File: src/common/pwm_out_map.svh
// Offsets, field positions, reset values and key for the waveform timer
// output and event block. Assumes word-aligned AHB-Lite register access.
`ifndef PWM_OUT_MAP_SVH
`define PWM_OUT_MAP_SVH
// Register indices, byte address is four times the index
`define IDX_CONTROL_REG_C 8'h02
`define IDX_CONTROL_REG_D 8'h03
`define IDX_EVCTRLA 8'h08
`define IDX_EVCTRLB 8'h09
`define IDX_INTEN 8'h0C
`define IDX_INTERRUPT_FLAG_REG 8'h0D
`define IDX_INPUTA 8'h10
`define IDX_INPUTB 8'h11
`define IDX_FAULT_CONTROL_REG 8'h12
`define IDX_DELAY_CONTROL_REG 8'h14
`define IDX_DELAY_VALUE_REG 8'h15
`define IDX_DEBUG_CONTROL_REG 8'h1E
`define IDX_KEY 8'h30
// Field positions
`define B_OVR 0
`define B_SEL_C 6
`define B_SEL_D 7
`define B_ACTION 2
`define B_EDGE 4
`define B_OVF 0
`define B_TRIGGER_FLAG_FIRST 2
`define B_TRIGGER_FLAG_SECOND 3
`define B_DEBUG_RUN_BIT 0
`define B_DEBUG_FAULT_BIT 2
// Reset values
`define RST_BYTE 8'h00
// Key value that opens the protected write window (arbitrary)
`define IO_KEY 8'hA5
`define KEY_WINDOW 3'h4
// Input modes 8 and 9 are edge detected, 1..7 act on both outputs
`define MODE_EDGE_LO 4'h8
`define MODE_EDGE_HI 4'h9
`define MODE_BOTH_HI 4'h7
// Delay select codes
`define DLY_OFF 2'h0
`define DLY_BLANK 2'h1
`define DLY_EVENT 2'h2
`endif

File: src/common/pwm_out_pkg.sv
// Types shared by the waveform timer output and event block.
// Assumes the map header is compiled with it.
package pwm_out_pkg;
  typedef struct packed {
    logic [3:0] en;
    logic [3:0] val;
  } fault_ctrl_t;
  typedef struct packed {
    logic [1:0] rsv;
    logic [1:0] presc;
    logic [1:0] trig;
    logic [1:0] sel;
  } dly_ctrl_t;
  typedef enum logic {DLY_IDLE, DLY_RUN} dly_state_t;
endpackage

File: src/rtl/pwm_timer_output_event_ctrl.sv
// Output, event, fault, interrupt and protection logic of the timer.
// Assumes the counter core runs on I_REF_CLK and hands in phase, match
// pulses and raw waveform levels; event inputs arrive asynchronously.
`timescale 1ns/100ps
`include "pwm_out_map.svh"
module pwm_timer_output_event_ctrl
  import pwm_out_pkg::*;
#(
  parameter int DLY_W = 8
) (
  input wire logic I_REF_CLK,
  input wire logic I_RST,
  input wire logic I_CLK_EN,
  input wire logic I_HSEL,
  input wire logic [31:0] I_HADDR,
  input wire logic [1:0] I_HTRANS,
  input wire logic I_HWRITE,
  input wire logic [2:0] I_HSIZE,
  input wire logic [31:0] I_HWDATA,
  input wire logic I_HREADY,
  output logic [31:0] O_HRDATA,
  output logic O_HREADYOUT,
  output logic O_HRESP,
  input wire logic I_WAVE_FIRST,
  input wire logic I_WAVE_SECOND,
  input wire logic [1:0] I_PHASE,
  input wire logic I_ONE_RAMP,
  input wire logic [3:0] I_MATCH,
  input wire logic I_CYCLE_DONE,
  input wire logic [1:0] I_EVENT_IN,
  input wire logic I_SLEEP_STOP,
  input wire logic I_DBG_HALT,
  output logic [3:0] O_WAVE,
  output logic [3:0] O_WAVE_OE_N,
  output logic [2:0] O_MATCH_EVENT,
  output logic O_PROG_EVENT,
  output logic [1:0] O_FAULT,
  output logic [1:0] O_CAPTURE,
  output logic O_IRQ_OVF,
  output logic O_IRQ_TRIG
);

  // ----------------------------------------------------------------
  // Register bus
  // ----------------------------------------------------------------
  logic [7:0] ctrl_c;
  logic [7:0] ctrl_d;
  logic [7:0] ev_ctrl [2];
  logic [7:0] int_en;
  logic [7:0] int_flags;
  logic [3:0] input_mode [2];
  fault_ctrl_t fault_ctrl;
  dly_ctrl_t dly_ctrl;
  logic [DLY_W-1:0] dly_val;
  logic [7:0] dbg_ctrl;
  logic [2:0] key_win;
  logic wr_pend;
  logic [7:0] wr_idx;
  logic [7:0] next_rdata;
  logic [7:0] addr_idx;
  logic bus_req;
  logic wr_now;
  logic [7:0] wdata;

  assign addr_idx = I_HADDR[9:2];
  assign bus_req = I_HSEL && I_HREADY && I_HTRANS[1];
  assign wr_now = wr_pend;
  assign wdata = I_HWDATA[7:0];

  // Address phase capture; every transfer completes without wait
  always_ff @(posedge I_REF_CLK or posedge I_RST) begin
    if (I_RST) begin
      wr_pend <= 1'b0;
      wr_idx <= 8'h00;
    end else if (I_CLK_EN) begin
      wr_pend <= bus_req && I_HWRITE;
      wr_idx <= addr_idx;
    end
  end

  // Read mux, unmapped words read as zero
  always_comb begin
    next_rdata = 8'h00;
    case (addr_idx)
      `IDX_CONTROL_REG_C: next_rdata = ctrl_c;
      `IDX_CONTROL_REG_D: next_rdata = ctrl_d;
      `IDX_EVCTRLA: next_rdata = ev_ctrl[0];
      `IDX_EVCTRLB: next_rdata = ev_ctrl[1];
      `IDX_INTEN: next_rdata = int_en;
      `IDX_INTERRUPT_FLAG_REG: next_rdata = int_flags;
      `IDX_INPUTA: next_rdata = {4'h0, input_mode[0]};
      `IDX_INPUTB: next_rdata = {4'h0, input_mode[1]};
      `IDX_FAULT_CONTROL_REG: next_rdata = fault_ctrl;
      `IDX_DELAY_CONTROL_REG: next_rdata = dly_ctrl;
      `IDX_DELAY_VALUE_REG: next_rdata = 8'(dly_val);
      `IDX_DEBUG_CONTROL_REG: next_rdata = dbg_ctrl;
      default: next_rdata = 8'h00;
    endcase
  end

  // Read data registered so it stands through the data phase
  always_ff @(posedge I_REF_CLK or posedge I_RST) begin
    if (I_RST) begin
      O_HRDATA <= 32'h0000_0000;
      O_HREADYOUT <= 1'b0;
      O_HRESP <= 1'b0;
    end else if (I_CLK_EN) begin
      O_HREADYOUT <= 1'b1;
      O_HRESP <= 1'b0;
      if (bus_req && !I_HWRITE) begin
        O_HRDATA <= {24'h00_0000, next_rdata};
      end
    end
  end

  // Plain control registers
  always_ff @(posedge I_REF_CLK or posedge I_RST) begin
    if (I_RST) begin
      ctrl_c <= `RST_BYTE;
      ctrl_d <= `RST_BYTE;
      ev_ctrl[0] <= `RST_BYTE;
      ev_ctrl[1] <= `RST_BYTE;
      int_en <= `RST_BYTE;
      input_mode[0] <= 4'h0;
      input_mode[1] <= 4'h0;
      dly_ctrl <= `RST_BYTE;
      dly_val <= '0;
      dbg_ctrl <= `RST_BYTE;
    end else if (I_CLK_EN && wr_now) begin
      case (wr_idx)
        `IDX_CONTROL_REG_C: ctrl_c <= wdata;
        `IDX_CONTROL_REG_D: ctrl_d <= wdata;
        `IDX_EVCTRLA: ev_ctrl[0] <= wdata;
        `IDX_EVCTRLB: ev_ctrl[1] <= wdata;
        `IDX_INTEN: int_en <= wdata & 8'h0D;
        `IDX_INPUTA: input_mode[0] <= wdata[3:0];
        `IDX_INPUTB: input_mode[1] <= wdata[3:0];
        `IDX_DELAY_CONTROL_REG: dly_ctrl <= wdata & 8'h3F;
        `IDX_DELAY_VALUE_REG: dly_val <= wdata[DLY_W-1:0];
        `IDX_DEBUG_CONTROL_REG: dbg_ctrl <= wdata & 8'h05;
        default: ;
      endcase
    end
  end

  // Key window counts bus transfers as a stand-in for instructions
  always_ff @(posedge I_REF_CLK or posedge I_RST) begin
    if (I_RST) begin
      key_win <= 3'h0;
    end else if (I_CLK_EN) begin
      if (wr_now && wr_idx == `IDX_KEY && wdata == `IO_KEY) begin
        key_win <= `KEY_WINDOW;
      end else if (key_win != 3'h0 && bus_req) begin
        key_win <= key_win - 3'h1;
      end
    end
  end

  // Protected fault control; unkeyed writes are dropped silently
  always_ff @(posedge I_REF_CLK or posedge I_RST) begin
    if (I_RST) begin
      fault_ctrl <= `RST_BYTE;
    end else if (I_CLK_EN && wr_now && wr_idx == `IDX_FAULT_CONTROL_REG &&
                 key_win != 3'h0) begin
      fault_ctrl <= wdata;
    end
  end

  // ----------------------------------------------------------------
  // Run control
  // ----------------------------------------------------------------
  logic run;
  logic dbg_fault;
  assign run = I_CLK_EN && !I_SLEEP_STOP &&
               (!I_DBG_HALT || dbg_ctrl[`B_DEBUG_RUN_BIT]);
  assign dbg_fault = I_DBG_HALT && dbg_ctrl[`B_DEBUG_FAULT_BIT];

  // ----------------------------------------------------------------
  // Event inputs
  // ----------------------------------------------------------------
  logic [1:0] ev_s1;
  logic [1:0] ev_s2;
  logic [1:0] ev_act;
  logic [1:0] ev_prev;
  logic [1:0] ev_rise;
  logic [1:0] ev_hit;
  logic [1:0] fault_hit;
  logic [1:0] mode_both;

  // Two flops per pin before any logic looks at the level
  always_ff @(posedge I_REF_CLK or posedge I_RST) begin
    if (I_RST) begin
      ev_s1 <= 2'b00;
      ev_s2 <= 2'b00;
    end else if (I_CLK_EN) begin
      ev_s1 <= I_EVENT_IN;
      ev_s2 <= ev_s1;
    end
  end

  genvar c;
  generate
    for (c = 0; c < 2; c++) begin : g_chan
      logic edge_mode;
      assign ev_act[c] = ev_ctrl[c][`B_EDGE] ? ev_s2[c] : !ev_s2[c];
      assign ev_rise[c] = ev_act[c] && !ev_prev[c];
      assign edge_mode = input_mode[c] == `MODE_EDGE_LO ||
                         input_mode[c] == `MODE_EDGE_HI;
      assign ev_hit[c] = edge_mode ? ev_rise[c] : ev_act[c];
      assign fault_hit[c] = (input_mode[c] != 4'h0 && ev_hit[c]) ||
                            dbg_fault;
      assign mode_both[c] = input_mode[c] <= `MODE_BOTH_HI;
    end
  endgenerate

  // Edge history, fault level to the core and capture strobes
  always_ff @(posedge I_REF_CLK or posedge I_RST) begin
    if (I_RST) begin
      // Default polarity makes idle-low pins active: no false edge on release
      ev_prev <= 2'b11;
      O_FAULT <= 2'b00;
      O_CAPTURE <= 2'b00;
    end else if (I_CLK_EN) begin
      ev_prev <= ev_act;
      O_FAULT <= fault_hit;
      // Capture and the input mode act on the same event
      O_CAPTURE[0] <= run && ev_rise[0] &&
                      ev_ctrl[0][`B_ACTION];
      O_CAPTURE[1] <= run && ev_rise[1] &&
                      ev_ctrl[1][`B_ACTION];
    end
  end

  // ----------------------------------------------------------------
  // Waveform outputs
  // ----------------------------------------------------------------
  logic [1:0] ov_idx_a;
  logic [1:0] ov_idx_b;
  logic [1:0] prim;
  logic [1:0] prim_fault;
  logic [3:0] src;

  // In single ramp each output looks only at its own dead/on pair
  assign ov_idx_a = I_ONE_RAMP ? {1'b0, I_PHASE[0]} : I_PHASE;
  assign ov_idx_b = I_ONE_RAMP ? {1'b1, I_PHASE[0]} : I_PHASE;
  assign prim[0] = ctrl_c[`B_OVR] ? ctrl_d[ov_idx_a] :
                   I_WAVE_FIRST;
  assign prim[1] = ctrl_c[`B_OVR] ? ctrl_d[3'd4 + 3'(ov_idx_b)] :
                   I_WAVE_SECOND;
  // Modes 1..7 on either channel stop both outputs
  assign prim_fault[0] = fault_hit[0] || (fault_hit[1] && mode_both[1]);
  assign prim_fault[1] = fault_hit[1] || (fault_hit[0] && mode_both[0]);
  assign src = {ctrl_c[`B_SEL_D], ctrl_c[`B_SEL_C], 2'b10};

  genvar o;
  generate
    for (o = 0; o < 4; o++) begin : g_out
      // Fault value wins over the waveform while the fault stands
      always_ff @(posedge I_REF_CLK or posedge I_RST) begin
        if (I_RST) begin
          O_WAVE[o] <= 1'b0;
          O_WAVE_OE_N[o] <= 1'b1;
        end else if (I_CLK_EN) begin
          O_WAVE_OE_N[o] <= !fault_ctrl.en[o];
          if (prim_fault[src[o]] && fault_ctrl.en[o]) begin
            O_WAVE[o] <= fault_ctrl.val[o];
          end else if (run) begin
            O_WAVE[o] <= prim[src[o]];
          end
        end
      end
    end
  endgenerate

  // ----------------------------------------------------------------
  // Match strobes and programmable event
  // ----------------------------------------------------------------
  dly_state_t dly_state;
  logic [2:0] presc_cnt;
  logic [2:0] presc_max;
  logic [DLY_W-1:0] dly_cnt;
  logic dly_trig;
  logic presc_tick;

  assign dly_trig = I_MATCH[dly_ctrl.trig];
  assign presc_max = 3'((4'h1 << dly_ctrl.presc) - 4'h1);
  assign presc_tick = presc_cnt == presc_max;

  // Strobes from second clear, first set and second set matches
  always_ff @(posedge I_REF_CLK or posedge I_RST) begin
    if (I_RST) begin
      O_MATCH_EVENT <= 3'b000;
    end else if (I_CLK_EN) begin
      O_MATCH_EVENT <= run ? {I_MATCH[2], I_MATCH[0], I_MATCH[3]} :
                       3'b000;
    end
  end

  // Delay engine shared with blanking; blanking bypasses the count
  always_ff @(posedge I_REF_CLK or posedge I_RST) begin
    if (I_RST) begin
      dly_state <= DLY_IDLE;
      presc_cnt <= 3'h0;
      dly_cnt <= '0;
      O_PROG_EVENT <= 1'b0;
    end else if (I_CLK_EN) begin
      O_PROG_EVENT <= 1'b0;
      if (run) begin
        case (dly_state)
          DLY_IDLE: begin
            presc_cnt <= 3'h0;
            dly_cnt <= '0;
            if (dly_trig && dly_ctrl.sel == `DLY_BLANK) begin
              O_PROG_EVENT <= 1'b1;
            end else if (dly_trig && dly_ctrl.sel == `DLY_EVENT) begin
              dly_state <= DLY_RUN;
            end
          end
          DLY_RUN: begin
            if (dly_cnt == dly_val) begin
              O_PROG_EVENT <= 1'b1;
              dly_state <= DLY_IDLE;
            end else if (presc_tick) begin
              presc_cnt <= 3'h0;
              dly_cnt <= dly_cnt + DLY_W'(1);
            end else begin
              presc_cnt <= presc_cnt + 3'h1;
            end
          end
          default: dly_state <= DLY_IDLE;
        endcase
      end
    end
  end

  // ----------------------------------------------------------------
  // Interrupt flags and requests
  // ----------------------------------------------------------------
  logic [7:0] flag_set;
  logic [7:0] flag_clr;
  assign flag_set = {4'h0, run && ev_rise[1], run && ev_rise[0],
                     1'b0, run && I_CYCLE_DONE};
  assign flag_clr = (wr_now && wr_idx == `IDX_INTERRUPT_FLAG_REG) ?
                    (wdata & 8'h0D) : 8'h00;

  // A set arriving with a clear is kept
  always_ff @(posedge I_REF_CLK or posedge I_RST) begin
    if (I_RST) begin
      int_flags <= `RST_BYTE;
    end else if (I_CLK_EN) begin
      int_flags <= (int_flags & ~flag_clr) | flag_set;
    end
  end

  // Requests stand while the flag and its enable bit are both set
  always_ff @(posedge I_REF_CLK or posedge I_RST) begin
    if (I_RST) begin
      O_IRQ_OVF <= 1'b0;
      O_IRQ_TRIG <= 1'b0;
    end else if (I_CLK_EN) begin
      O_IRQ_OVF <= int_flags[`B_OVF] && int_en[`B_OVF];
      O_IRQ_TRIG <= (int_flags[`B_TRIGGER_FLAG_FIRST] && int_en[`B_TRIGGER_FLAG_FIRST]) ||
                    (int_flags[`B_TRIGGER_FLAG_SECOND] && int_en[`B_TRIGGER_FLAG_SECOND]);
    end
  end
endmodule

File: config.mk
export PLATFORM = sky130hd
export DESIGN_NAME = pwm_timer_output_event_ctrl
export DESIGN_NICKNAME = d
export VERILOG_FILES = /design/src/common/pwm_out_pkg.sv /design/src/rtl/pwm_timer_output_event_ctrl.sv
export VERILOG_INCLUDE_DIRS = /design/src /design/src/common
export SDC_FILE = /design/constraint.sdc
export NUM_CORES = 1
export LEC_CHECK = 0
export ABC_AREA = 1
export BUFFER_PORTS_ARGS = -buffer_cell sky130_fd_sc_hd__buf_2
export CELL_PAD_IN_SITES_DETAIL_PLACEMENT = 0
export CELL_PAD_IN_SITES_GLOBAL_PLACEMENT = 2
export CORE_MARGIN = 1
export CORE_UTILIZATION = 33
export CTS_BUF_LIST = sky130_fd_sc_hd__clkbuf_8
export CTS_CLUSTER_DIAMETER = 40
export CTS_CLUSTER_SIZE = 20
export DETAILED_ROUTE_END_ITERATION = 6
export GPL_TIMING_DRIVEN = 1
export PLACE_DENSITY = 0.91
export SYNTH_ARGS = -nofsm -noshare
export SYNTH_HDL_FRONTEND = slang
export SYNTH_SLANG_ARGS = --single-unit
export TNS_END_PERCENT = 1
File: constraint.sdc
create_clock -name I_REF_CLK -period 4.65 [get_ports I_REF_CLK]
set_input_delay 0.465 -clock I_REF_CLK [delete_from_list [all_inputs] [get_ports I_REF_CLK]]
set_output_delay 0.465 -clock I_REF_CLK [all_outputs]
set_load 0.01 [all_outputs]
; Yosys cells after proc, flatten, opt, wreduce, memory -nomap -nowiden
; Cells that the tools add are included.
[totals]
in_bits = 89
regBits = 132
output_inout_bits = 52
word_cells = 222
[op_classes]
n_mux = 49
bitwise = 4
shifts = 1
order_cmp = 7
n_eq_ne = 36
addsub = 5
reduce_logical = 80
[ops]
columns = operator, n
row1 = $eq A8 B5 Y1 const B, 12
row2 = $pmux W8 S12, 1
row3 = $eq A8 B4 Y1 const B, 8
row4 = $logic_and A1 B1 Y1, 34
row5 = $reduce_and A2 Y1, 17
row6 = $eq A8 B2 Y1 const B, 4
row7 = $mux W1, 31
row8 = $eq A4 B4 Y1 const B, 4
row9 = $mux W8, 2
row10 = $pmux W8 S2, 1
row11 = $mux W3, 5
row12 = $logic_not A1 Y1, 11
row13 = $reduce_bool A2 Y1, 5
row14 = $add A8 B1 Y8 const B, 1
row15 = $and A8 B8 Y8, 1
row16 = $eq A8 B6 Y1 const B, 1
row17 = $eq A8 B8 Y1, 1
row18 = $eq A8 B8 Y1 const B, 1
row19 = $le A4 B3 Y1 const B, 2
row20 = $logic_or A1 B1 Y1, 8
row21 = $not A4 Y8, 1
row22 = $or A8 B4 Y8, 1
row23 = $reduce_bool A4 Y1, 2
row24 = $pmux W3 S2, 1
row25 = 22 further kinds, 27

; Longest topological paths before layout
; Gate-level depths: netlist of run 1.
[logic_depth]
word_depth = 13
ltp_mapped = 13
ltp_nobuf = 13

; Worst setup path after synthesis of run 1
; No wires, ideal clock.
[synth_path]
path_type = input to register
startpoint = input I_CLK_EN
endpoint = register dly_val[0]
path_buffers = 2
required_time_ps = 4518
setup_time_ps = 132
arrival_time_ps = 1350
setup_slack_ps = 3168
cell_stages = 7
cell_sequence = buf_4 > nand2_2 > nor2_1 > nand3_2 > buf_2 > nand2_1 > o21ai_1
[synth_via]
elab_chain_len = 2
[synth_rtl]
columns = item, line_no
row1 = from (decl), pwm_timer_output_event_ctrl.sv:13  ; input wire logic I_CLK_EN,
row2 = $logic_and A1 B1 Y1, pwm_timer_output_event_ctrl.sv:129  ; end else if (I_CLK_EN && wr_now) begin
row3 = $reduce_and A2 Y1 (no source line), --
row4 = to (signal assigned), pwm_timer_output_event_ctrl.sv:139  ; `IDX_DELAY_VALUE_REG: dly_val <= wdata[DLY_W-1:0];
row5 = to (decl), pwm_timer_output_event_ctrl.sv:54  ; logic [DLY_W-1:0] dly_val;
; No other way between the ends.
; A chain may end at the register's enable or synchronous reset.

; Worst setup path in the final report of run 1
[layout_path]
startpoint = register wr_idx[7]
endpoint = register dly_ctrl[5] (netlist bit)
[layout_via]
elab_chain_len = 2
[layout_rtl]
columns = item, line_no
row1 = from (decl), pwm_timer_output_event_ctrl.sv:58  ; logic [7:0] wr_idx;
row2 = from (signal assigned), pwm_timer_output_event_ctrl.sv:77  ; wr_idx <= addr_idx;
row3 = $eq A8 B5 Y1, pwm_timer_output_event_ctrl.sv:130  ; case (wr_idx)
row4 = $reduce_and A2 Y1 (no source line), --
row5 = to (signal assigned), pwm_timer_output_event_ctrl.sv:126  ; dly_ctrl <= `RST_BYTE;
row6 = to (signal assigned), pwm_timer_output_event_ctrl.sv:138  ; `IDX_DELAY_CONTROL_REG: dly_ctrl <= wdata & 8'h3F;
row7 = to (decl), pwm_timer_output_event_ctrl.sv:53  ; dly_ctrl_t dly_ctrl;
; No other way between the ends.

==> impl_summary.md, run 1 <==
Critical path
The kind of cell with the highest combined delay along the critical path is simple AND/OR/NAND/NOR gates. The largest single stage delay on the critical path is roughly 550 ps. The first element of the critical path is wr_idx[7].

Counting cells, the worst reg-to-reg path comes to 5. The kind of end point of the critical path is a register. Following the worst setup path forward leads to its endpoint at dly_ctrl[5]. For the worst setup path, the data required time is 5000 ps. On the critical path, the stage with the largest delay is an instance of sky130_fd_sc_hd__nand4_1. The critical path runs through a total of 5 cells. The worst register-to-register path begins at wr_idx[7]. The peak fanout along the critical path is 12. STA classifies the critical path startpoint as a register. The worst register-to-register path ends at dly_ctrl[5].

The critical path in this run is classified as reg -> reg. In this run the register-to-register setup slack is around 2800 ps. Walking the worst path, the cells encountered are inv_1, nand2_2, nor3_4, nand4_1, o21ai_0. Together, buffers and inverters on the worst path number 1. For the worst setup path, the data arrival time is between 2000 and 2500 ps.

Power
The power density of the placed cells is about 330 nW/µm². The leakage power total is approximately 0.0038 µW. The total chip power is 2560 µW.

The worst-case IR drop observed on VDD is roughly 0.11 mV.

Synthesis
The share of Yosys cell area claimed by the top area cell type is about 45%. Summing the sequential cell areas from Yosys gives 46.9% of the chip area. Ranked by total cell area, the synthesized netlist is headed by sky130_fd_sc_hd__dfrtp_1 45%, sky130_fd_sc_hd__nand2_1 15%, sky130_fd_sc_hd__o21ai_0 4.5%.

The mapped netlist covers roughly 6800 µm². In the synthesized netlist the dominant register cell turns out to be sky130_fd_sc_hd__dfrtp_1. The average instance area after synthesis is ~8 µm². By instance count, the leading cell after synthesis is sky130_fd_sc_hd__nand2_1.

The fraction of synthesis flops using an asynchronous set or reset pin is 100%. Synthesis produced approximately 850 cells. The synthesized design contains 127 register bits. The number of library cell types mapped by synthesis is 43. Counting flops with a built-in enable in the synthesized netlist gives 0. The total number of yosys warnings is 0.

The commonest cells after synthesis are 266 x sky130_fd_sc_hd__nand2_1, 121 x sky130_fd_sc_hd__dfrtp_1, 73 x sky130_fd_sc_hd__inv_1. The library cell with the largest summed area after synthesis is sky130_fd_sc_hd__dfrtp_1.

Placed design
After detailed placement, the total cell area comes to slightly above 7000 µm². The congestion estimate from routability-driven global placement came to 0.857. The count of port buffers added during placement is 63. The count of placed standard cells including taps is about 1200. After legalization and detailed placement, the total HPWL measured approximately 14 mm.

Cells and area
The area used by multi-input combinational logic is around 3100 µm². The area growth from synthesis to final layout is 12.8%. The number of antenna repair diodes is 0. The number of nets in the layout is approximately 1000. With fillers left out, the area of the finished cells amounts to between 7000 and 8000 µm². Counting the fill cells in the layout gives 2166. Registers take 3190 µm². The final non-filler cell total is around 1200. Cells fill a little under two fifths of the core in the end. The share of layout cells above drive strength 1 is 17.0%.

STA
The hold violation total from the final report is 0. The final critical delay including setup and external delays is approximately 1800 ps. Static timing analysis puts the maximum clock frequency at around 0.55 GHz.

The worst relative slew slack is 35.6%. Setup total negative slack on the finished layout was measured at 0 ps. The actual transition at the worst max-transition pin is between 900 and 1000 ps. The number of max-slew violations in the final report is 0. Setup repair after global routing left no endpoint under its margin. Setup violations remaining at the end of the flow were counted as 0.

In the finished design, the share of the clock period the worst path needs comes to approximately two fifths. Across the routed clock network, the largest skew measured is 15.3 ps.

Clock tree
TritonCTS built the clock tree. Clock tree synthesis found a total of 127 sinks. The clock slew at the register clock pins of the worst setup and hold paths is about 70 ps. The count of H-tree levels built during CTS is 4. The number of setup buffers added after CTS is 0. The clock latency on the worst-skew pair is between 400 and 500 ps. The root buffer cell chosen for the clock tree is sky130_fd_sc_hd__clkbuf_8. TritonCTS created 17 clock buffers. The count of hold buffers inserted by post-cts repair is 0. The largest buffer count on any clock path is 2. The post-cts resize count is 0.

Global route
The overflow left after global routing is 0. The initial antenna violation count is 0. The aggregate global-route resource usage is a little under a fifth. The wire length of the first global-routing pass is ~30 mm. The via count of the first global-routing pass was around 5500. The pin count of the biggest net entering global routing is 75.

Drt
The violation count after the first detailed-routing iteration is around 340. The total via count in the routed design is around 5700. The count of nets left with antenna violations once routing finished came out at 0.

For this run, design rule violations remaining after detail routing come to 0. In the final routed layout, each cell accounts on average for about 16 µm. The first detailed-routing pass took 5 iterations. The routed design has roughly 19 mm of wire. The average via count per standard cell is between 4 and 5.

Floorplanning
The number of top-level design ports is 141. Measured along the y axis, the die boundary spans between 100 and 150 µm. The width of the die is around 150 µm.

The floorplan step defined a die boundary enclosing roughly 21000 µm². The initial cell density of the core is approximately 34%. The cell row count is 52.

The core area is approximately 20000 µm².

Outcome
The flow ran to the end, and the final reports show no timing, DRC or antenna violations.

Min path
The worst hold path belongs to the class in -> async.

Flow run
Max-cap violations in this run came to 0.
## worst register-to-register path, cell delays in order (launching register included)
cell	delay [ps]
sky130_fd_sc_hd__dfrtp_1	360
sky130_fd_sc_hd__inv_1	90
sky130_fd_sc_hd__nand2_2	90
sky130_fd_sc_hd__nor3_4	250
sky130_fd_sc_hd__nand4_1	550
sky130_fd_sc_hd__o21ai_0	370
## metrics by stage
stage | setup slack (ps) | hold WS (ps)
3_3_place_gp | 2530 | 445
2_1_floorplan | 811 | 428
3_5_place_dp | 2530 | 446
4_1_cts | 2820 | 192
5_1_grt | 2630 | 215
6_report | 2830 | 214
## worst min-delay path by stage
stage                        startpoint              to  slack, ps
after detailed placement    O_HREADYOUT     O_HREADYOUT        450
after global placement    fault_ctrl[5]  O_WAVE_OE_N[1]        440
final                             I_RST     O_HREADYOUT        210
after floorplan           fault_ctrl[4]  O_WAVE_OE_N[0]        430
after global routing       I_CYCLE_DONE    int_flags[0]        220
after CTS                 I_EVENT_IN[0]        ev_s1[0]        190
## flip-flops by register name, indices dropped and copies added (netlist names), 3 cells and up
name	flops
ev_ctrl	16
dly_val	8
O_HRDATA	8
dly_cnt	8
input_mode	8
O_WAVE_OE_N	4
fault_ctrl	8
O_MATCH_EVENT	3
dly_ctrl	6
presc_cnt	3
int_en	3
ctrl_d	8
O_WAVE	4
wr_idx	8
int_flags	3
ctrl_c	8
key_win	3
## cell type report
class | count | area share [%]
Tap cell | 270 | 4.41
Clock buffer | 21 | 3.77
Sequential cell | 127 | 41.6
Multi-Input combinational cell | 617 | 40.1
Timing Repair Buffer | 66 | 4.41
Clock inverter | 10 | 1.57
Inverter | 83 | 4.16
## per-layer routing
layer  vias to the layer above  wire (µm)  GRT usage [%]
met4                         0        446           7.11
met1                      2705       8910           25.2
met5                         -          0              0
met3                        24        763           3.17
met2                       126       8450           29.5
li1                       2844          -              -
## power by group
group / switching, µW / total [µW] / internal [µW]
clock: 430 / 1000 / 574
sequential: 55.2 / 1220 / 1170
combinational: 234 / 337 / 103
total: 720 / 2560 / 1850
## cell usage in the layout, fill, tap and decap left out, types with 2 or more instances in the layout
cell type	instances
sky130_fd_sc_hd__a21boi_0	2
sky130_fd_sc_hd__a21oi_1	16
sky130_fd_sc_hd__buf_2	63
sky130_fd_sc_hd__buf_4	3
sky130_fd_sc_hd__bufinv_16	3
sky130_fd_sc_hd__clkbuf_8	21
sky130_fd_sc_hd__clkinv_2	3
sky130_fd_sc_hd__conb_1	25
sky130_fd_sc_hd__dfrtp_1	121
sky130_fd_sc_hd__dfstp_2	6
sky130_fd_sc_hd__ha_1	4
sky130_fd_sc_hd__inv_1	76
sky130_fd_sc_hd__inv_2	9
sky130_fd_sc_hd__nand2_1	266
sky130_fd_sc_hd__nand2_2	7
sky130_fd_sc_hd__nand3_1	52
sky130_fd_sc_hd__nand3_2	3
sky130_fd_sc_hd__nand3_4	3
sky130_fd_sc_hd__nand4_1	24
sky130_fd_sc_hd__nor2_1	48
sky130_fd_sc_hd__nor2_2	2
sky130_fd_sc_hd__nor2_4	5
sky130_fd_sc_hd__nor3_1	6
sky130_fd_sc_hd__nor3_2	3
sky130_fd_sc_hd__nor3_4	8
sky130_fd_sc_hd__o21ai_0	61
sky130_fd_sc_hd__o21ai_1	43
sky130_fd_sc_hd__o21ai_2	8
sky130_fd_sc_hd__o21bai_1	2
sky130_fd_sc_hd__o22ai_1	6
sky130_fd_sc_hd__or2_2	2
sky130_fd_sc_hd__xnor2_1	3
sky130_fd_sc_hd__xor2_1	9
## cell families after synthesis
logic type / synth area share (%)
compound gates: 11.3
fa+ha+maj: 0.737
other cells: 0.0552
xor+xnor: 1.55
flops: 46.9
buf+inv: 9.19
simple gates: 30.3
Note: power is estimated with default switching activity, not from simulation.
==> inputs of run 2 (changes only) <==
- ABC_AREA: 1 -> 0
- PLACE_DENSITY: 0.91 -> 0.87
- clock period: 4.65 -> 1.56 ns (I/O delays scaled with it)
==> run 2 against run 1 <==
Compared with the run above: the flow now finishes with violations (setup timing); final cell count is 12% lower; sequential cell count stayed put; first-iteration DRC count is 10% lower; clock-buffer cell count is 3 lower; global-route usage is 2.2 points higher; sequential power grew to 2.9 times the previous value; fmax is 4.1% lower; power grew to 2.8 times the previous value; setup slack worse by 3200 ps; clock skew is 2.2 ps lower; synthesized area is 2.3% lower.
==> impl_summary.md, run 2 <==
Critical path
The critical path goes through or2_4, a2111oi_4, buf_4, o211ai_1, or3_1, a21oi_2. The class of the most critical setup path is reg -> reg. The worst endpoint data arrival time is approximately 2300 ps.

The slowest stage of the critical path belongs to the cell sky130_fd_sc_hd__a2111oi_4. The largest stage delay on the critical path is 420 ps. The kind of end point of the critical path is a register. STA classifies the critical path startpoint as a register. The endpoint required time on the critical path is about 1900 ps. Along the worst path, the maximum fanout reaches 3.

STA
The number of max-slew violations in the final report is 0. Timing would allow up to about 0.53 GHz. The worst hold slack is 49.1 ps. After layout, the worst setup slack is -334 ps. Setup repair after global routing could not meet its margin everywhere.

The setup skew after layout is about 13 ps. Setup violations remaining at the end of the flow were counted as 84. Counting I/O delays and the setup requirement, the final critical path takes approximately 1900 ps. Measured against its own limit, the worst slew margin works out to 59.9%.

The final cycle utilization of the critical path is 121%. The hold violation total from the final report is 0. The actual transition at the worst max-transition pin is 600 ps.

Drt
The average via count per standard cell is around 5.2. The first detailed-routing pass ran for 5 iterations. The final layout contains routed wiring with a total length of between 20 and 25 mm. The total via count in the routed design is 5528. In the final routed layout, each cell accounts on average for between 15 and 20 µm. After detailed routing, the number of remaining DRC violations is 0. The remaining antenna violation count after routing is 0. In this run, the number of DRC markers left after iteration 0 of detailed routing was roughly 300.

Floorplanning
The number of top-level design ports is roughly 140. The initial cell density of the core is between 30% and 40%. The floorplan step defined a core boundary enclosing 19600 µm². The full die area is approximately 21000 µm². The cell row count is 51. In this run the vertical extent of the chip is approximately 140 µm. The width of the die is 144 µm.

Synthesis
After synthesis, the cell types taking the most area are sky130_fd_sc_hd__dfrtp_1 46%, sky130_fd_sc_hd__mux2_2 14%, sky130_fd_sc_hd__mux2i_1 2.9%. The most used flip-flop cell after synthesis is sky130_fd_sc_hd__dfrtp_1. The library cell with the largest summed area after synthesis is sky130_fd_sc_hd__dfrtp_1. Counting flops with an async set or reset pin after synthesis yields a share of 100%. For this run, the register share of the synthesized area comes to between 40 and 50%.

The most common cell in the synthesized netlist is sky130_fd_sc_hd__dfrtp_1. The number of enable flip-flop cells after synthesis is 0. The average instance area after synthesis is between 10 and 15 µm².

By count the netlist is led by 121 x sky130_fd_sc_hd__dfrtp_1, 84 x sky130_fd_sc_hd__mux2_2, 44 x sky130_fd_sc_hd__nand2_1. The number of library cell types mapped by synthesis is 63. The share of Yosys cell area claimed by the top area cell type is a little under half. Counting every instance in the synthesized netlist gives 600. After synthesis the cells add up to about 6600 µm². During synthesis, Yosys emitted a total of 0 warnings. In this run, synthesis produced a sequential element count of roughly 130.

Clock tree
The clock tree from TritonCTS is yes. Clock-pin slew was measured on the worst setup and hold paths at roughly 80 ps. The clock root buffer is sky130_fd_sc_hd__clkbuf_8.

The count of H-tree levels built during CTS is 4. The longest clock path from root to sink contains 2 buffers. Counting the buffers created by CTS gives 17. The number of sinks handled by clock tree synthesis is 127.

The clock latency on the worst-skew pair is approximately 460 ps.

Cells and area
Leaving out fill and tap cells, the most frequent cells in the layout are 119 x sky130_fd_sc_hd__dfrtp_1, 102 x sky130_fd_sc_hd__buf_4, 83 x sky130_fd_sc_hd__mux2_2, 63 x sky130_fd_sc_hd__buf_2, 39 x sky130_fd_sc_hd__nand2_1. The final layout contains 871 nets. The register with the most flip-flops in the layout has 16 of them. The library cell used most frequently in the layout, excluding fill and tap cells, is sky130_fd_sc_hd__dfrtp_1. ev_ctrl holds more flip-flops than any other register. The area growth from synthesis to final layout is 31.5%. The repair_antennas step left the layout with diodes totalling 0. The share of layout cells above drive strength 1 is 44.2%.

Power
In this run the power spent charging and discharging nets is about 2100 µW. Registers are responsible for 49.0% of the overall power. The proportion of total power due to net switching is between 20% and 30%. Cell internal power was estimated by the tool at between 5000 and 6000 µW. The share of total power in combinational logic is 12.3%.

Dividing total power by cell area gives a power density of 827 nW/µm². The leakage power total is a little over 0.004 µW. The maximum VDD drop is around 0.64 mV.

The power share of the clock group is 38.7%.

Outcome
The checks that failed: setup timing. The flow ran to the end, but the final reports show violations.

Min path
The classification of the worst-slack hold path is in -> reg.

Placed design
The estimated wirelength of the detail-placed design is approximately 16 mm. The placer's final routability congestion estimate is roughly 0.93. OpenSTA, run right after detailed placement, puts the worst setup slack at -354 ps. The count of port buffers added during placement is between 60 and 70.

Global route
The initial antenna violation count came to 0. Entering global routing, the biggest net connects 35 pins. Global routing consumed, over all layers together, between 20% and 30% of the routing resources. The via count of the first global-routing pass is ~5700. The wire length of the first global-routing pass is 31.4 mm. The overflow left after global routing is 0.

Flow run
Max-cap violations in this run came to 0.
[run 2: cell count changes in the layout (fill, tap and decap cells not counted), moves of 42 or more]
| cell | before | now |
|---|---|---|
| sky130_fd_sc_hd__o21ai_0 | 61 | 15 |
| sky130_fd_sc_hd__buf_4 | 3 | 102 |
| sky130_fd_sc_hd__mux2_2 | 0 | 83 |
| sky130_fd_sc_hd__nand3_1 | 52 | 10 |
| sky130_fd_sc_hd__inv_1 | 76 | 13 |
| sky130_fd_sc_hd__nand2_1 | 266 | 39 |
[run 2: power by group through the flow]
stage               Sequential [µW]  Clock, µW  Combinational, µW
floorplan                      3570          0                495
global placement               3580          0                812
detailed placement             3590          0                849
CTS                            3530       2870                882
global route                   3560       3030                965
finish                         3540       2790                889
[run 2: cell type report]
| type | instances | area [µm²] |
|---|---|---|
| Inverter | 13 | 52.6 |
| Clock inverter | 14 | 134 |
| Clock buffer | 18 | 248 |
| Sequential cell | 127 | 3190 |
| Fill cell | 1846 | 10900 |
| Timing Repair Buffer | 187 | 1390 |
| Multi-Input combinational cell | 432 | 3390 |
| Tap cell | 265 | 332 |
[run 2: kinds of logic after synthesis]
family,count (synthesis),synth area share (%)
and+or+nand+nor,175,14.4
DFF,127,48.0
AOI/OAI and AO/OA,112,12.2
muxes,105,17.8
buffers and inverters,65,5.32
xor gates and xnor gates,11,1.45
adders and majority gates,4,0.754
other,1,0.0565
[run 2: stage by stage]
step                instance area (µm²)  setup TNS [ps]  utilization, %  instances  power (µW)
floorplan                          6730          -27780               -        624        4060
global placement                   8040          -13320            41.1       1015        4390
detailed placement                 8040          -14130            41.1       1015        4440
CTS                                8620           -8320            44.0       1054        7280
global route                       8730          -16450            44.6       1056        7550
finish                             8730          -10410            44.6       1056        7220
[run 2: timing repair]
action | CTS | global route
endpoints found under the setup margin | 85 | 89
pin swaps | 8 | 9
endpoints found under the hold margin | 20 | 0
setup buffers | 0 | 2
gates resized for setup | 31 | 23
hold buffers | 7 | 0
[run 2: critical path: cells and delay by family, from the launching register on]
kind                   cells  cell delay (ps)
AO/OA/AOI/OAI              3              660
AND/OR/NAND/NOR            2              600
flip-flops                 1              380
buffers and inverters      1              190
[run 2: routing by layer]
metal | global-route usage (%) | up-vias | wire (µm)
met2 | 34.4 | 185 | 10200
li1 | - | 2522 | -
met4 | 8.23 | 0 | 523
met5 | 0 | - | 0
met1 | 26.5 | 2784 | 9150
met3 | 4.03 | 37 | 899
[run 2: worst paths after layout]
kind	slack, ps	from	endpoint	cells past startpoint
setup / recovery	-330	dly_ctrl[4]	dly_cnt[5]	6
hold / removal	50	I_HWRITE	wr_now	3
setup reg to reg	-330	dly_ctrl[4]	dly_cnt[5]	6
hold reg to reg	470	O_HREADYOUT	O_HREADYOUT	1
max in group asynchronous	580	I_RST	O_WAVE_OE_N[2]	4
min in group asynchronous	320	I_RST	O_MATCH_EVENT[1]	3
==> inputs of run 3 (changes only) <==
- ABC_AREA: 0 -> 1
- CORE_UTILIZATION: 33 -> 30
==> run 3 against run 2 <==
Compared with the run above: the run now ends clean; routed wire length decreased by 5.0%; critical path type is now in -> reg; power increased by 12%; highest routed layer unchanged; first-iteration DRC count up 47%; clock-buffer cell count grew 2.
==> impl_summary.md, run 3 (synthesis results as in run 1) <==
Outcome
The run finished with clean final reports.

Drt
The final routed wire length divided by cell count is 15.5 µm. The DRC violation count after routing is 0. After the first detailed-routing iteration, the DRC count stood at approximately 450. After detailed routing, the number of vias per cell comes to approximately 4.7.

The count of nets left with antenna violations once routing finished came out at 0. The first detailed-routing pass took 7 iterations. The routed layout has between 5000 and 6000 vias. After detailed routing, the total wire length is approximately 20 mm.

Power
The internal power component is around 5800 µW. IR analysis of the VDD net gives a maximum drop of ~0.42 mV. In this run switching power makes up between 20% and 30% of total power. Summed over all nets, the switching power comes to 2300 µW. The leakage power total is roughly 0.0042 µW. Dividing total power by cell area gives a power density of about 960 nW/µm². The power share of the clock group is ~40%. Sequential cells burn about 45% of the power. The share of total power in combinational logic is between 10% and 20%.

Floorplanning
The cell row count is 54. The height of the chip is 152 µm. The initial cell density of the core is between 30% and 40%. The full die area is between 20000 and 25000 µm². The number of top-level design ports is between 100 and 150. The core area is approximately 22000 µm². The width of the die is between 150 and 200 µm.

STA
The worst relative slew slack is around three fifths. The setup skew after layout is roughly 12 ps. Based on the critical path, the design can be clocked at up to between 0.6 and 0.7 GHz. The worst path needs around 1500 ps of the cycle, external delays included. The worst hold slack is ~32 ps. For the pin with the worst max-slew slack, the measured transition is between 500 and 600 ps. Setup repair after global routing could not meet its margin everywhere.

After routing, the total negative slack on setup checks comes to 0 ps. The final cycle utilization of the critical path is a little under 100%. Setup violations remaining at the end of the flow were counted as 0. The number of max-slew violations in the final report is 0. The hold violation total from the final report is 0.

Critical path
The class of the most critical setup path is in -> reg. The number of cells on the worst reg-to-reg path is 9. The register-to-register path setup slack is roughly 50 ps. STA classifies the critical path startpoint as a primary input. The kind of end point of the critical path is a register. In this run the worst path has a maximum fanout of 5. STA puts the critical path data required time at slightly below 2000 ps. The worst endpoint data arrival time is ~1900 ps. The endpoint of the worst-slack reg-to-reg timing path is dly_ctrl[0]. The reg-to-reg critical path startpoint is wr_idx[7].

Placed design
The estimated wirelength of the detail-placed design is approximately 15 mm. The count of port buffers added during placement is 63. The congestion estimate from routability-driven global placement came to around 0.85.

Global route
The first global-routing pass estimated 31.9 mm of wire. The initial antenna violation count was 0. The aggregate global-route resource usage is about 18%. The via count of the first global-routing pass is between 5000 and 6000. Entering global routing, the biggest net connects 80 pins. The overflow left after global routing is 0.

Flow run
The tool flagged a number of max-cap violations equal to 0.

Cells and area
From synthesis to final layout, the design area changed by 24.5%. The layout filler cell count is 2300. The register with the most flip-flops in the layout has 16 of them. Leaving out fill and tap cells, the most frequent cell in the layout is sky130_fd_sc_hd__nand2_1.

The post-route netlist has a little under a quarter of its cells at a drive strength greater than 1. After the last flow step, the layout net total stands at 1075. Ranked by flip-flop count, first place goes to ev_ctrl.

In the layout the commonest cells are 264 x sky130_fd_sc_hd__nand2_1, 119 x sky130_fd_sc_hd__dfrtp_1, 70 x sky130_fd_sc_hd__inv_1, 62 x sky130_fd_sc_hd__buf_2, 53 x sky130_fd_sc_hd__o21ai_1. 0 antenna diodes ended up in the layout.

Min path
The count of cells along the worst hold path is 3. In this run the most critical hold path is launched from I_HTRANS[1]. The classification of the worst-slack hold path is in -> reg. The hold-critical path endpoint is wr_now.

Clock tree
The count of H-tree levels built during CTS is 4. The largest buffer count on any clock path is 2. TritonCTS built the clock tree. The tree is rooted in a sky130_fd_sc_hd__clkbuf_8. After clock tree synthesis, the clock-pin slew on the worst setup and hold paths is ~70 ps.

Clock latency on the worst-skew pair, taken at its later pin, is around 460 ps. The TritonCTS buffer count is 17. CTS saw 127 sinks.
## run 3: cell count changes in the layout (fill, tap and decap cells not counted), moves of 15 or more
cell	delta
sky130_fd_sc_hd__buf_4	-53
sky130_fd_sc_hd__inv_1	+57
sky130_fd_sc_hd__mux2_2	-83
sky130_fd_sc_hd__mux2i_1	-19
sky130_fd_sc_hd__nand2_1	+225
sky130_fd_sc_hd__nand3_1	+40
sky130_fd_sc_hd__nand4_1	+15
sky130_fd_sc_hd__nor2_1	+17
sky130_fd_sc_hd__o21ai_0	+36
sky130_fd_sc_hd__o21ai_1	+49
## run 3: metal layers
metal  vias up  track usage (%)  wire length (µm)
met4         0             5.63               314
met1      2793             24.1              9310
met2       141             29.1              9350
met3        22             3.41               727
li1       2976                -                 -
met5         -                0                 0
## run 3: repair_timing
item | CTS | global route
buffers inserted | 1 | 2
setup endpoints to repair | 12 | 82
resized for setup | 1 | 38
hold buffers | 16 | 0
pin swaps | 1 | 8
endpoints found under the hold margin | 136 | 0
## run 3: worst max-delay path by stage
| stage | endpoint | slack (ps) | cells after the start | start |
|---|---|---|---|---|
| 2_1_floorplan | O_CAPTURE[0] | -160 | 1 | I_RST |
| 3_3_place_gp | O_WAVE[0] | -0.7 | 6 | ev_ctrl[4] |
| 3_5_place_dp | input_mode[6] | -40 | 7 | wr_idx[7] |
| 4_1_cts | input_mode[2] | -20 | 7 | wr_idx[7] |
| 5_1_grt | O_WAVE[0] | -60 | 9 | input_mode[3] |
| 6_report | O_HRDATA[0] | 10 | 11 | I_HADDR[4] |
## run 3: worst max-delay path, stage by stage
cell and delay, ps:
sky130_fd_sc_hd__dlygate4sd3_1 520, sky130_fd_sc_hd__buf_2 160, sky130_fd_sc_hd__inv_1 60, sky130_fd_sc_hd__or2_4 230, sky130_fd_sc_hd__nor2_1 170, sky130_fd_sc_hd__nand2_2 140, sky130_fd_sc_hd__o21ai_1 180, sky130_fd_sc_hd__nor2_1 50
sky130_fd_sc_hd__nand2_1 130, sky130_fd_sc_hd__o21bai_1 100, sky130_fd_sc_hd__nand2_1 60
## run 3: area by class of cell
class	count	area (µm²)	share of cell area, %
Tap cell	280	350	4.14
Multi-Input combinational cell	617	3150	37.3
Clock inverter	12	166	1.97
Timing Repair Buffer	136	1000	11.8
Sequential cell	127	3190	37.7
Inverter	83	320	3.79
Clock buffer	20	275	3.26
## run 3: metrics by stage
stage / setup WS [ps] / total power (µW) / utilization [%] / std cells / cell area, µm²
detailed placement: -35.2 / 4860 / 35.1 / 1224 / 7720
floorplan: -158 / 4440 / - / 873 / 6890
global placement: -0.723 / 4840 / 35.1 / 1224 / 7720
global route: -57.4 / 8470 / 38.4 / 1275 / 8460
finish: 13.1 / 8080 / 38.4 / 1275 / 8460
CTS: -19.2 / 8150 / 37.9 / 1273 / 8340
## run 3: power groups by stage
stage / Sequential (µW) / Clock (µW) / Combinational, µW
floorplan: 3660 / 0 / 772
global placement: 3670 / 0 / 1170
detailed placement: 3680 / 0 / 1190
CTS: 3610 / 3310 / 1220
global route: 3650 / 3440 / 1390
finish: 3620 / 3230 / 1230
